File: src/verilog/ccr_pkg.sv
`default_nettype none
package ccr_pkg;
    // special-function register addresses on the core's register bus
    localparam logic [7:0] CCR_ADDR_CONTROL = 8'h9B;
    localparam logic [7:0] CCR_ADDR_MODE    = 8'h9D;
    localparam logic [7:0] CCR_ADDR_INSEL   = 8'h9F;

    // reset values
    localparam logic [7:0] CCR_RST_CONTROL = 8'h00;
    localparam logic [7:0] CCR_RST_MODE    = 8'h02;
    localparam logic [7:0] CCR_RST_INSEL   = 8'hFF;

    // control register fields
    localparam int CCR_CTL_ON      = 7;
    localparam int CCR_CTL_RESULT  = 6;
    localparam int CCR_CTL_RISE    = 5;
    localparam int CCR_CTL_FALL    = 4;
    localparam int CCR_CTL_HYP_LSB = 2;
    localparam int CCR_CTL_HYN_LSB = 0;

    // mode register fields
    localparam int CCR_MD_RIE     = 5;
    localparam int CCR_MD_FIE     = 4;
    localparam int CCR_MD_SPD_LSB = 0;

    // input select register fields
    localparam int CCR_MX_MINUS_LSB = 4;
    localparam int CCR_MX_PLUS_LSB  = 0;

    // field widths
    localparam int CCR_HYST_W = 2;
    localparam int CCR_SEL_W  = 4;
    localparam int CCR_SPD_W  = 2;

    // top bit of a selection code means no pin connected
    localparam int CCR_SEL_NONE_BIT = 3;

    // one-hot pin enable: eight candidate pins per comparator input
    localparam int CCR_PINS = 8;
endpackage : ccr_pkg
`default_nettype wire

File: src/verilog/ccr_edge_sync.sv
`timescale 1ns/1ps
`default_nettype none
// three-stage synchroniser with edge detection on the last two stages
module ccr_edge_sync
    import ccr_pkg::*;
(
    // clock and reset
    input  wire logic clk_in,
    input  wire logic rst_n_in,
    // asynchronous comparator level
    input  wire logic async_in,
    // synchronised level and edge pulses
    output logic      level_out,
    output logic      rise_out,
    output logic      fall_out
);
    logic [2:0] sync_q; // stage 0 only feeds stage 1

    // shift chain; an edge is flagged while stages 1 and 2 differ
    always_ff @(posedge clk_in) begin
        if (!rst_n_in) begin
            sync_q <= 3'h0;
        end else begin
            sync_q <= {sync_q[1:0], async_in};
        end
    end

    // stage 2 is the settled level, stage 1 the newer sample
    assign level_out = sync_q[2];
    assign rise_out  = sync_q[1] & ~sync_q[2];
    assign fall_out  = ~sync_q[1] & sync_q[2];
endmodule // ccr_edge_sync
`default_nettype wire

File: src/verilog/ccr_comparator_regs.sv
`timescale 1ns/1ps
`default_nettype none
module ccr_comparator_regs
    import ccr_pkg::*;
(
    // clock and reset
    input  wire logic                  clk_in,
    input  wire logic                  rst_n_in,
    // special-function register bus
    input  wire logic [7:0]            sfr_addr_in,
    input  wire logic                  sfr_wr_in,
    input  wire logic                  sfr_rd_in,
    input  wire logic [7:0]            sfr_wdata_in,
    output logic      [7:0]            sfr_rdata_out,
    // analog comparator
    input  wire logic                  compare_result_in,
    output logic                       comparator_on_out,
    output logic      [CCR_HYST_W-1:0] hyst_plus_code_out,
    output logic      [CCR_HYST_W-1:0] hyst_minus_code_out,
    output logic      [CCR_SPD_W-1:0]  response_speed_code_out,
    // input multiplexer one-hot pin enables
    output logic      [CCR_PINS-1:0]   plus_input_en_out,
    output logic      [CCR_PINS-1:0]   minus_input_en_out,
    // routed output and interrupt request
    output logic                       compare_pin_out,
    output logic                       irq_out
);
    // register state
    logic                  on_q;         // comparator enable
    logic                  rise_q;       // sticky rising flag
    logic                  fall_q;       // sticky falling flag
    logic [CCR_HYST_W-1:0] hyp_q;        // plus hysteresis
    logic [CCR_HYST_W-1:0] hyn_q;        // minus hysteresis
    logic                  rie_q;        // rising irq enable
    logic                  fie_q;        // falling irq enable
    logic [CCR_SPD_W-1:0]  spd_q;        // response speed
    logic [CCR_SEL_W-1:0]  minus_sel_q;  // minus pin select
    logic [CCR_SEL_W-1:0]  plus_sel_q;   // plus pin select
    logic [7:0]            rdata_d;      // read mux
    logic                  sync_level;   // synchronised result
    logic                  sync_rise;    // rising pulse
    logic                  sync_fall;    // falling pulse
    logic                  wr_ctl;       // control write strobe
    logic                  wr_md;        // mode write strobe
    logic                  wr_mx;        // select write strobe

    // decode a selection code into one-hot pin enables, none if top set
    function automatic logic [CCR_PINS-1:0] sel_decode(
        input logic [CCR_SEL_W-1:0] code
    );
        logic [CCR_PINS-1:0] hot;
        hot = '0;
        if (!code[CCR_SEL_NONE_BIT]) begin
            hot[code[CCR_SEL_NONE_BIT-1:0]] = 1'b1;
        end
        return hot;
    endfunction

    // comparator output crosses into the clock domain first
    ccr_edge_sync u_sync (
        .clk_in    (clk_in),
        .rst_n_in  (rst_n_in),
        .async_in  (compare_result_in),
        .level_out (sync_level),
        .rise_out  (sync_rise),
        .fall_out  (sync_fall)
    );

    // address decode of write strobes
    always_comb begin
        wr_ctl = 1'b0;
        wr_md  = 1'b0;
        wr_mx  = 1'b0;
        if (sfr_wr_in && sfr_addr_in == CCR_ADDR_CONTROL) begin
            wr_ctl = 1'b1;
        end else if (sfr_wr_in && sfr_addr_in == CCR_ADDR_MODE) begin
            wr_md = 1'b1;
        end else if (sfr_wr_in && sfr_addr_in == CCR_ADDR_INSEL) begin
            wr_mx = 1'b1;
        end
    end

    // control register: enable and hysteresis codes
    always_ff @(posedge clk_in) begin
        if (!rst_n_in) begin
            on_q  <= CCR_RST_CONTROL[CCR_CTL_ON];
            hyp_q <= CCR_RST_CONTROL[CCR_CTL_HYP_LSB +: CCR_HYST_W];
            hyn_q <= CCR_RST_CONTROL[CCR_CTL_HYN_LSB +: CCR_HYST_W];
        end else if (wr_ctl) begin
            on_q  <= sfr_wdata_in[CCR_CTL_ON];
            hyp_q <= sfr_wdata_in[CCR_CTL_HYP_LSB +: CCR_HYST_W];
            hyn_q <= sfr_wdata_in[CCR_CTL_HYN_LSB +: CCR_HYST_W];
        end
    end

    // sticky edge flags; a new edge wins over a software write of zero
    // edges are only taken while enabled, a powered-down comparator
    // reports nothing meaningful
    always_ff @(posedge clk_in) begin
        if (!rst_n_in) begin
            rise_q <= CCR_RST_CONTROL[CCR_CTL_RISE];
            fall_q <= CCR_RST_CONTROL[CCR_CTL_FALL];
        end else begin
            if (on_q && sync_rise) begin
                rise_q <= 1'b1;
            end else if (wr_ctl) begin
                rise_q <= sfr_wdata_in[CCR_CTL_RISE];
            end
            if (on_q && sync_fall) begin
                fall_q <= 1'b1;
            end else if (wr_ctl) begin
                fall_q <= sfr_wdata_in[CCR_CTL_FALL];
            end
        end
    end

    // mode register; bits 7-6 and 3-2 have no storage
    always_ff @(posedge clk_in) begin
        if (!rst_n_in) begin
            rie_q <= CCR_RST_MODE[CCR_MD_RIE];
            fie_q <= CCR_RST_MODE[CCR_MD_FIE];
            spd_q <= CCR_RST_MODE[CCR_MD_SPD_LSB +: CCR_SPD_W];
        end else if (wr_md) begin
            rie_q <= sfr_wdata_in[CCR_MD_RIE];
            fie_q <= sfr_wdata_in[CCR_MD_FIE];
            spd_q <= sfr_wdata_in[CCR_MD_SPD_LSB +: CCR_SPD_W];
        end
    end

    // input select register
    always_ff @(posedge clk_in) begin
        if (!rst_n_in) begin
            minus_sel_q <= CCR_RST_INSEL[CCR_MX_MINUS_LSB +: CCR_SEL_W];
            plus_sel_q  <= CCR_RST_INSEL[CCR_MX_PLUS_LSB +: CCR_SEL_W];
        end else if (wr_mx) begin
            minus_sel_q <= sfr_wdata_in[CCR_MX_MINUS_LSB +: CCR_SEL_W];
            plus_sel_q  <= sfr_wdata_in[CCR_MX_PLUS_LSB +: CCR_SEL_W];
        end
    end

    // read mux; unmapped addresses read zero
    always_comb begin
        rdata_d = 8'h00;
        if (sfr_addr_in == CCR_ADDR_CONTROL) begin
            rdata_d[CCR_CTL_ON]     = on_q;
            rdata_d[CCR_CTL_RESULT] = sync_level;
            rdata_d[CCR_CTL_RISE]   = rise_q;
            rdata_d[CCR_CTL_FALL]   = fall_q;
            rdata_d[CCR_CTL_HYP_LSB +: CCR_HYST_W] = hyp_q;
            rdata_d[CCR_CTL_HYN_LSB +: CCR_HYST_W] = hyn_q;
        end else if (sfr_addr_in == CCR_ADDR_MODE) begin
            // upper bits stay zero
            rdata_d[CCR_MD_RIE] = rie_q;
            rdata_d[CCR_MD_FIE] = fie_q;
            rdata_d[CCR_MD_SPD_LSB +: CCR_SPD_W] = spd_q;
        end else if (sfr_addr_in == CCR_ADDR_INSEL) begin
            rdata_d[CCR_MX_MINUS_LSB +: CCR_SEL_W] = minus_sel_q;
            rdata_d[CCR_MX_PLUS_LSB +: CCR_SEL_W]  = plus_sel_q;
        end
    end

    // read data registered; valid the cycle after the read strobe
    always_ff @(posedge clk_in) begin
        if (!rst_n_in) begin
            sfr_rdata_out <= 8'h00;
        end else if (sfr_rd_in) begin
            sfr_rdata_out <= rdata_d;
        end
    end

    // analog controls registered so they never glitch
    always_ff @(posedge clk_in) begin
        if (!rst_n_in) begin
            comparator_on_out       <= 1'b0;
            hyst_plus_code_out      <= '0;
            hyst_minus_code_out     <= '0;
            response_speed_code_out <= CCR_RST_MODE[CCR_SPD_W-1:0];
            plus_input_en_out       <= '0;
            minus_input_en_out      <= '0;
        end else begin
            comparator_on_out       <= on_q;
            hyst_plus_code_out      <= hyp_q;
            hyst_minus_code_out     <= hyn_q;
            response_speed_code_out <= spd_q;
            plus_input_en_out       <= sel_decode(plus_sel_q);
            minus_input_en_out      <= sel_decode(minus_sel_q);
        end
    end

    // routed output and interrupt request
    always_ff @(posedge clk_in) begin
        if (!rst_n_in) begin
            compare_pin_out <= 1'b0;
            irq_out         <= 1'b0;
        end else begin
            compare_pin_out <= on_q & sync_level;
            irq_out <= (rise_q & rie_q) | (fall_q & fie_q);
        end
    end

    // assertions
    property p_pin_low_off;
        @(posedge clk_in) disable iff (!rst_n_in)
        !on_q |=> !compare_pin_out;
    endproperty
    a_pin_low_off: assert property (p_pin_low_off)
        else $error("routed output high while comparator off");

    property p_rise_set;
        @(posedge clk_in) disable iff (!rst_n_in)
        on_q && sync_rise |=> rise_q;
    endproperty
    a_rise_set: assert property (p_rise_set)
        else $error("rising flag not set after rising edge");

    property p_fall_set;
        @(posedge clk_in) disable iff (!rst_n_in)
        on_q && sync_fall |=> fall_q;
    endproperty
    a_fall_set: assert property (p_fall_set)
        else $error("falling flag not set after falling edge");

    property p_rise_hold;
        @(posedge clk_in) disable iff (!rst_n_in)
        rise_q && !wr_ctl |=> rise_q;
    endproperty
    a_rise_hold: assert property (p_rise_hold)
        else $error("rising flag dropped without a write");

    property p_mode_top_zero;
        @(posedge clk_in) disable iff (!rst_n_in)
        sfr_rd_in && sfr_addr_in == CCR_ADDR_MODE
            |=> sfr_rdata_out[7:6] == 2'h0;
    endproperty
    a_mode_top_zero: assert property (p_mode_top_zero)
        else $error("mode register top bits read nonzero");

    property p_irq_rise;
        @(posedge clk_in) disable iff (!rst_n_in)
        rise_q && rie_q |=> irq_out;
    endproperty
    a_irq_rise: assert property (p_irq_rise)
        else $error("enabled rising flag gave no request");

    property p_irq_fall;
        @(posedge clk_in) disable iff (!rst_n_in)
        fall_q && fie_q |=> irq_out;
    endproperty
    a_irq_fall: assert property (p_irq_fall)
        else $error("enabled falling flag gave no request");

    property p_irq_blocked;
        @(posedge clk_in) disable iff (!rst_n_in)
        !(rise_q && rie_q) && !(fall_q && fie_q) |=> !irq_out;
    endproperty
    a_irq_blocked: assert property (p_irq_blocked)
        else $error("request without enabled flag");

    property p_sel_none;
        @(posedge clk_in) disable iff (!rst_n_in)
        plus_sel_q[CCR_SEL_NONE_BIT] && $stable(plus_sel_q)
            |=> plus_input_en_out == '0;
    endproperty
    a_sel_none: assert property (p_sel_none)
        else $error("plus pin connected with none code");

    property p_hyst_follow;
        @(posedge clk_in) disable iff (!rst_n_in)
        wr_ctl |=> ##1 hyst_minus_code_out
            == $past(sfr_wdata_in[CCR_CTL_HYN_LSB +: CCR_HYST_W], 2);
    endproperty
    a_hyst_follow: assert property (p_hyst_follow)
        else $error("minus hysteresis code not passed on");
endmodule // ccr_comparator_regs
`default_nettype wire

File: config.mk
export PLATFORM = sky130hd
export DESIGN_NAME = ccr_comparator_regs
export DESIGN_NICKNAME = d
export VERILOG_FILES = /design/src/verilog/ccr_pkg.sv /design/src/verilog/ccr_edge_sync.sv /design/src/verilog/ccr_comparator_regs.sv
export SDC_FILE = /design/constraint.sdc
export NUM_CORES = 1
export LEC_CHECK = 0
export BUFFER_PORTS_ARGS = -buffer_cell sky130_fd_sc_hd__buf_4
export CAP_MARGIN = 30
export CORE_UTILIZATION = 51
export CTS_CLUSTER_SIZE = 14
export DETAILED_ROUTE_END_ITERATION = 8
export PLACE_DENSITY = 0.77
export SETUP_SLACK_MARGIN = 0.3
export SLEW_MARGIN = 10
export SYNTH_ARGS = -nofsm -noshare
export SYNTH_HDL_FRONTEND = slang
export SYNTH_SLANG_ARGS = --single-unit
File: constraint.sdc
create_clock -name clk_in -period 1.5 [get_ports clk_in]
set_clock_uncertainty 0.1 [all_clocks]
set_input_delay 0.15 -clock clk_in [delete_from_list [all_inputs] [get_ports clk_in]]
set_output_delay 0.15 -clock clk_in [all_outputs]
set_load 0.005 [all_outputs]
* Word-level counts from Yosys, hierarchy flattened *
Index checks and enable logic that the tools add are counted.

storage, ports and cells
  logic and storage cells = 67
  register bits after elaboration = 55
  input port bits = 21

cells by class
  magnitude comparators = 4
  bitwise gates (word level) = 9
  reduce and logical (&&, ||, !) cells = 11
  equality and inequality tests = 3
  muxes and demuxes = 20

operator list
  kind                number
  $eq 8x8->1 const B  3
  $mux 8              2
  $mux 1              12
  $lt 3x4->1 const B  2
  $mux 2              4
  $logic_and 1x1->1   7
  $demux 1 s3         2
  $ge 3x1->1 const B  2
  $and 1x1->1         5
  $reduce_bool 2->1   2
  $reduce_or 2->1     2
  $not 1->1           3
  $or 1x1->1          1

* Depth between registers and ports, before layout *
Gate-level depths: netlist (run 1).

  depth after elaboration = 5
  depth in mapped cells = 5
  mapped depth without buffers = 3

* Cells and area by module *
Synthesis (run 1) repeated with hierarchy kept, for this count alone.

second synthesis, totals
  cell total of the unflattened synthesis = 209
  area, all modules = 2065.7 µm²

by module, submodules not included
  module               sequential area each (µm²)  area each (µm²)  cells each  times used
  ccr_comparator_regs  1041.0                      1974.4           201         1
  ccr_edge_sync        60.1                        91.3             8           1

* Worst setup path before layout (run 1) *
No wires, ideal clock.

  path kind = input -> register
  start = input port sfr_addr_in[6]
  end = register minus_sel_q[3]
  stages on the path = 4
  path slack = 0.120 ns
  data required time = 1.274 ns
  arrival = 1.155 ns
  cell sequence = nand4bb_4 or4_4 buf_6 mux2i_1

on the way
  cells in the longest elaborated chain, start to end = 5
  elaborated cells between the ends (all ways) = 9
  those cells by class = 3 x eq/ne; 3 x mux; 3 x reduce/logical

ends and longest elaborated chain
  item                    RTL line                    source
  start: declaration      ccr_comparator_regs.sv:10   input wire logic [7:0] sfr_addr_in,
  $eq 8x8->1              ccr_comparator_regs.sv:78   end else if (sfr_wr_in && sfr_addr_in == CCR_ADDR_INSEL) begin
  $logic_and 1x1->1       ccr_comparator_regs.sv:78
  $mux 1                  ccr_comparator_regs.sv:78
  $mux 1                  ccr_comparator_regs.sv:76   end else if (sfr_wr_in && sfr_addr_in == CCR_ADDR_MODE) begin
  $mux 1 *                ccr_comparator_regs.sv:74   if (sfr_wr_in && sfr_addr_in == CCR_ADDR_CONTROL) begin
  end signal: assignment  ccr_comparator_regs.sv:133  minus_sel_q <= CCR_RST_INSEL[CCR_MX_MINUS_LSB +: CCR_SEL_W];
  end signal: assignment  ccr_comparator_regs.sv:136  minus_sel_q <= sfr_wdata_in[CCR_MX_MINUS_LSB +: CCR_SEL_W];
  end: declaration        ccr_comparator_regs.sv:37   logic [CCR_SEL_W-1:0] minus_sel_q;

Mark *: on every way between the ends. The rest lies on a longest branch, timed or not.
A chain may end at the register's enable or synchronous reset.

* Worst setup path after layout (run 1) *
  start = register plus_sel_q[0]
  end = register sfr_rdata_out[0]

on the way
  cells in the longest elaborated chain, start to end = 3

ends and longest elaborated chain
  item                      RTL line                    source
  start: declaration        ccr_comparator_regs.sv:38   logic [CCR_SEL_W-1:0] plus_sel_q;
  start signal: assignment  ccr_comparator_regs.sv:134  plus_sel_q <= CCR_RST_INSEL[CCR_MX_PLUS_LSB +: CCR_SEL_W];
  start signal: assignment  ccr_comparator_regs.sv:137  plus_sel_q <= sfr_wdata_in[CCR_MX_PLUS_LSB +: CCR_SEL_W];
  $mux 8                    ccr_comparator_regs.sv:156  end else if (sfr_addr_in == CCR_ADDR_INSEL) begin
  $mux 2                    ccr_comparator_regs.sv:151  end else if (sfr_addr_in == CCR_ADDR_MODE) begin
  $mux 8                    ccr_comparator_regs.sv:144  if (sfr_addr_in == CCR_ADDR_CONTROL) begin
  end signal: assignment    ccr_comparator_regs.sv:167  sfr_rdata_out <= rdata_d;
  end: declaration          ccr_comparator_regs.sv:14   output logic [7:0] sfr_rdata_out,

No other way between the ends.

==> results.sh, run 1 <==
export IMPL_die_area_sq_um=4357
export IMPL_hold_viol=0
export IMPL_rsz0062_at_grt="true"
export IMPL_ys_ff_latch=55
export IMPL_die_width_um=66.01
export IMPL_worstSetupPathType="reg2reg"
export IMPL_clk_pin_slew_ns=0.09
export IMPL_outcome="finished clean"
export IMPL_fmax_ghz=0.8334
export IMPL_h_tree_depth=2
export IMPL_initial_core_util_pct=55.01
export IMPL_grt_overflow=0
export IMPL_ir_worst_vdd_uv=662.3
export IMPL_clock_latency_ns=0.30
export IMPL_period_minus_slack_ns=1.200
export IMPL_tightest_slew_ns=0.2688
export IMPL_wire_per_inst_um=13.25
export IMPL_layout_nets=283
export IMPL_cts_inserted_buffers=5
export IMPL_power_density_nw_per_um2=879.8
export IMPL_area_growth_pct=29.58
export IMPL_ys_types=29
export IMPL_cts_buffer_depth=2
export IMPL_cp_cell_sequence="mux2_4, a22o_1, a32o_1"
export IMPL_path_max_fanout=2
export IMPL_antenna_left=0
export IMPL_grt_pass1_wl_mm=6.672
export IMPL_post_route_util_pct=71.28
export IMPL_vias=1567
export IMPL_crit_arrival_ns=1.30
export IMPL_end_kind="register"
export IMPL_setup_viol=0
export IMPL_synth_top_cells_by_area="dfxtp_1 53%, mux2i_1 11%, nor2b_1 6.9%, nand2_1 3.4%, mux2_2 2.2%"
export IMPL_clockRootBuffer="clkbuf_8"
export IMPL_yosys_area_top_type_share_pct=52.69
export IMPL_grt_max_degree=33
export IMPL_grt_pass1_vias=1429
export IMPL_cts_sinks=55
export IMPL_dpl_cell_area_sq_um=2552
export IMPL_gp_congestion=0.8054
export IMPL_synth_nets=221
export IMPL_hpwl_mm=3.028
export IMPL_drc=0
export IMPL_portBuffers=53
export IMPL_synth_top_area_cell="dfxtp_1"
export IMPL_core_sq_um=3799
export IMPL_register_area_sq_um=1115
export IMPL_critPathMaxStageDelay_ns=0.35
export IMPL_totalWireLength_mm=4.106
export IMPL_finalPower_mw=2.382
export IMPL_critPathSlowestCell="dfxtp_4"
export IMPL_pin_count=54
export IMPL_final_cell_area_sq_um=2708
export IMPL_tns_ns=0
export IMPL_maxCapViolations=0
export IMPL_rrSetupSlack_ns=0.30
export IMPL_core_rowCount=22
export IMPL_drive_gt1_share_pct=33.21
export IMPL_die_y_um=66.01
export IMPL_syn_inst=200
export IMPL_n_antenna_cell=0
export IMPL_setup_ws_ns=0.3001
export IMPL_slew_limit_headroom_pct=81.91
export IMPL_antenna_found_initial=0
export IMPL_grt_usage_pct=20.47
export IMPL_avgViaCountPerCell=5.055
export IMPL_first_iter_violations=96
export IMPL_leakage_nw=1.232
export IMPL_avgSynthCellArea_sq_um=10.45
export IMPL_crit_path_start_kind="register"
export IMPL_syn_area_sq_um=2090
export IMPL_multi_input_area_sq_um=917.1
export IMPL_hold_path_class="in2reg"
export IMPL_yosys_warnings=0
export IMPL_firstDrtPassIters=4
export IMPL_ys_seq_area_share_pct=52.69
export IMPL_dp_slack_ns=0.02582
export IMPL_required_ns=1.60
export IMPL_slew_viol_final=0
export IMPL_cts_tree="yes"
export IMPL_timing_final_crit_share_pct=79.99
export IMPL_nFillCells=298
## placed cells by master, fill, tap and decap left out, drive strengths merged, types with 5 or more instances in the layout
master / n
nand2: 19
nor2b: 23
dfxtp: 55
inv: 10
clkbuf: 5
nor2: 8
mux2i: 23
buf: 63
nor3: 6
nand2b: 5
nor4: 7
## cell families (layout without fill, tap and decap cells)
group           after synthesis  in the layout  synth area share, %
simple gates                 82             82                23.83
flops                        55             55                52.69
mux                          27             27                13.17
buf+inv                      19             81                3.952
compound gates               17             17                6.347
## cell usage after synthesis
library cell,instances
inv_1,9
buf_4,1
o21a_1,4
and3b_1,2
inv_2,1
nand3_1,1
nand3_2,1
a32o_1,4
a22oi_1,1
nor4_1,6
or4_4,1
and4_1,2
buf_6,1
and4bb_2,1
nand2_1,19
nor2_1,8
a22o_1,4
nand4bb_4,1
o21ai_0,4
and2_1,4
dfxtp_1,55
mux2_2,4
and3_1,1
nor4_4,1
nand2b_1,5
nor2b_1,23
mux2i_1,23
clkbuf_1,7
nor3_1,6
## area by class of cell
cell class              instances  area share (%)
multi-input cells             126           33.87
inverters                      10           1.386
clock buffers                   5           2.542
repair buffers                 64           18.30
well taps                      48           2.218
flip-flops and latches         55           41.17
clock inverters                 2          0.5083
## power breakdown
group	switching, mW	total [mW]	internal [mW]
combinational	0.0731	0.157	0.0834
clock	0.444	0.764	0.320
sequential	0.00223	1.46	1.46
## metal layers
metal | share of wire (%) | vias up | global-route usage (%)
met4 | 3.0 | 0 | 9.840
met1 | 48 | 715 | 27.19
met5 | 0 | - | 0
met3 | 3.6 | 10 | 4.655
met2 | 46 | 38 | 31.12
li1 | - | 804 | -
## path summary, 6_finish.rpt
kind                          from               end  cells past startpoint
setup / recovery     plus_sel_q[0]  sfr_rdata_out[0]                      3
setup reg to reg     plus_sel_q[0]  sfr_rdata_out[0]                      3
hold / removal     sfr_wdata_in[6]    minus_sel_q[2]                      3
hold reg to reg   u_sync.sync_q[0]  u_sync.sync_q[1]                      1
## state kept, by name, indices dropped and copies added, names as in the netlist, 2 cells and up
register,count
minus_input_en_out,8
sfr_rdata_out,8
plus_sel_q,4
hyp_q,2
minus_sel_q,4
u_sync.sync_q,3
hyst_plus_code_out,2
hyst_minus_code_out,2
spd_q,2
plus_input_en_out,8
response_speed_code_out,2
hyn_q,2
## timing repair
action	in CTS	in global routing
hold buffers	1	0
endpoints found under the setup margin	5	5
gates resized for setup	7	5
setup buffers	3	2
pin swaps	0	6
hold endpoints to repair	1	0
## critical path, delay by kind of cell, from the launching register on
family	cells	cell delay, ns
AO/OA/AOI/OAI	2	0.40
flip-flops	1	0.35
multiplexers	1	0.25
## through the flow
step / std cells / hold slack [ns]
floorplan: 200 / 0.1773
global placement: 297 / 0.2608
detailed placement: 297 / 0.2742
CTS: 308 / 0.004488
global route: 310 / 0.007955
finish: 310 / 0.007209
(Power assumes the default switching activity.)
==> run 2: changes to the inputs <==
==> constraint.sdc (replaced) <==
create_clock -name clk_in -period 1.2 [get_ports clk_in]
set_clock_uncertainty 0.1 [all_clocks]
set_input_delay 0.12 -clock clk_in [delete_from_list [all_inputs] [get_ports clk_in]]
set_output_delay 0.12 -clock clk_in [all_outputs]
set_load 0.005 [all_outputs]
==> results.sh, run 2 (same netlist as run 1, synthesis figures left out) <==
export IMPL_die_y_um=66.01
export IMPL_violations="negative setup slack"
export IMPL_core_sq_um=3799
export IMPL_rrSetupSlack_ns=-0.02
export IMPL_avgViaCountPerCell=5.356
export IMPL_maxCapViolations=0
export IMPL_crit_path_start_kind="register"
export IMPL_ir_worst_vdd_uv=539.2
export IMPL_fmax_ghz=0.8229
export IMPL_finalPower_mw=3.055
export IMPL_h_tree_depth=2
export IMPL_cts_inserted_buffers=5
export IMPL_cp_buffers_inverters=0
export IMPL_whs_endpoint="spd_q[1]"
export IMPL_leakage_nw=1.455
export IMPL_timing_final_crit_share_pct=101.3
export IMPL_rsz0062_at_grt="true"
export IMPL_cts_tree="yes"
export IMPL_firstDrtPassIters=4
export IMPL_outcome="finished with violations"
export IMPL_period_minus_slack_ns=1.215
export IMPL_slew_viol_final=0
export IMPL_gp_congestion=0.7852
export IMPL_first_iter_violations=121
export IMPL_power_density_nw_per_um2=926.5
export IMPL_final_common_cell="buf_4"
export IMPL_clk_pin_slew_ns=0.09
export IMPL_tightest_slew_ns=0.4850
export IMPL_hold_worst_slack_ns=0.04251
export IMPL_top_regs="minus_input_en_out (8), plus_input_en_out (8), sfr_rdata_out (8)"
export IMPL_drc=0
export IMPL_path_delay_family="compound AO/OA/AOI/OAI gates"
export IMPL_dp_slack_ns=-0.2414
export IMPL_antenna_left=0
export IMPL_grt_pass1_wl_mm=8.045
export IMPL_antenna_found_initial=0
export IMPL_layout_common_cells="51 x buf_4, 36 x dfxtp_2, 33 x buf_6"
export IMPL_grt_overflow=0
export IMPL_clock_latency_ns=0.29
export IMPL_die_width_um=66.01
export IMPL_clockRootBuffer="clkbuf_8"
export IMPL_critPathSlowestCell="dfxtp_2"
export IMPL_slew_limit_headroom_pct=67.63
export IMPL_core_rowCount=22
export IMPL_crit_arrival_ns=1.31
export IMPL_hpwl_mm=3.167
export IMPL_cp_depth=3
export IMPL_wire_per_inst_um=16.59
export IMPL_holdPathStages=3
export IMPL_layout_nets=314
export IMPL_cp_cell_sequence="mux2_4, a22o_1, a32o_1"
export IMPL_cts_sinks=55
export IMPL_grt_pass1_vias=1753
export IMPL_required_ns=1.29
export IMPL_path_max_fanout=2
export IMPL_worst_r2r_path_depth=3
export IMPL_r2r_start="hyn_q[1]"
export IMPL_vias=1821
export IMPL_totalWireLength_mm=5.639
export IMPL_grt_usage_pct=24.87
export IMPL_worstSetupPathType="reg2reg"
export IMPL_hp_start="sfr_wdata_in[1]"
export IMPL_critPathMaxStageDelay_ns=0.33
export IMPL_reg2reg_to="sfr_rdata_out[1]"
export IMPL_hold_viol=0
export IMPL_cts_buffer_depth=2
export IMPL_setup_viol=1
export IMPL_portBuffers=53
export IMPL_setup_ws_ns=-0.01521
export IMPL_grt_max_degree=24
export IMPL_initial_core_util_pct=55.01
export IMPL_hold_path_class="in2reg"
export IMPL_drive_gt1_share_pct=55.14
export IMPL_die_area_sq_um=4357
export IMPL_area_growth_pct=57.78
export IMPL_pin_count=54
export IMPL_n_antenna_cell=0
export IMPL_end_kind="register"
run 2: per-layer routing:
layer / GRT usage [%] / share of wire (%) / wire [um]
met1: 29.27 / 41 / 2330
met2: 44.52 / 51 / 2903
met3: 5.345 / 5.0 / 280
met4: 7.979 / 2.2 / 123
met5: 0 / 0 / 0
run 2: worst max path at each step:
stage	start	slack, ns	endpoint
after floorplan	sfr_addr_in[6]	-0.15	minus_sel_q[3]
after global placement	sfr_addr_in[6]	-0.22	plus_sel_q[1]
after detailed placement	sfr_addr_in[6]	-0.24	minus_sel_q[3]
after CTS	plus_sel_q[1]	0.002	sfr_rdata_out[1]
after global routing	plus_sel_q[1]	-0.03	plus_input_en_out[4]
final	hyn_q[1]	-0.02	sfr_rdata_out[1]
run 2: tightest hold or removal path, cell delays in order:
cell and delay [ns]:
buf_4 0.08, nor2b_1 0.07, mux2i_1 0.13
run 2: through the flow:
| stage | area [sq um] | utilization, % | setup TNS, ns | instances |
|---|---|---|---|---|
| 3_5_place_dp | 2705 | 71.21 | -3.429 | 316 |
| 4_1_cts | 3072 | 80.86 | 0 | 339 |
| 6_report | 3297 | 86.79 | -0.01521 | 340 |
| 5_1_grt | 3297 | 86.79 | -0.08861 | 340 |
| 2_1_floorplan | 2145 | - | -1.531 | 200 |
| 3_3_place_gp | 2705 | 71.21 | -3.237 | 316 |
run 2: power breakdown:
part | switching (mW) | total [mW] | internal (mW) | leakage [nW]
combinational | 0.135 | 0.302 | 0.167 | 0.959
sequential | 0.00381 | 1.82 | 1.82 | 0.459
clock | 0.538 | 0.929 | 0.391 | 0.0371
total | 0.677 | 3.05 | 2.38 | 1.45
run 2: what timing repair did:
action,in CTS,in global routing
hold buffers,10,0
setup buffers,7,1
endpoints found under the hold margin,11,0
gates resized for setup,42,62
pin swaps,8,6
cloned,0,0
endpoints found under the setup margin,75,77
run 2: cell type report:
cell class                 instances  area (sq um)
clock buffer                       6         72.57
fill                             181         501.7
inverter                          10         37.54
multi-input combinational        126          1096
sequential                        55          1161
tap                               48         60.06
timing repair buffer              95         869.6
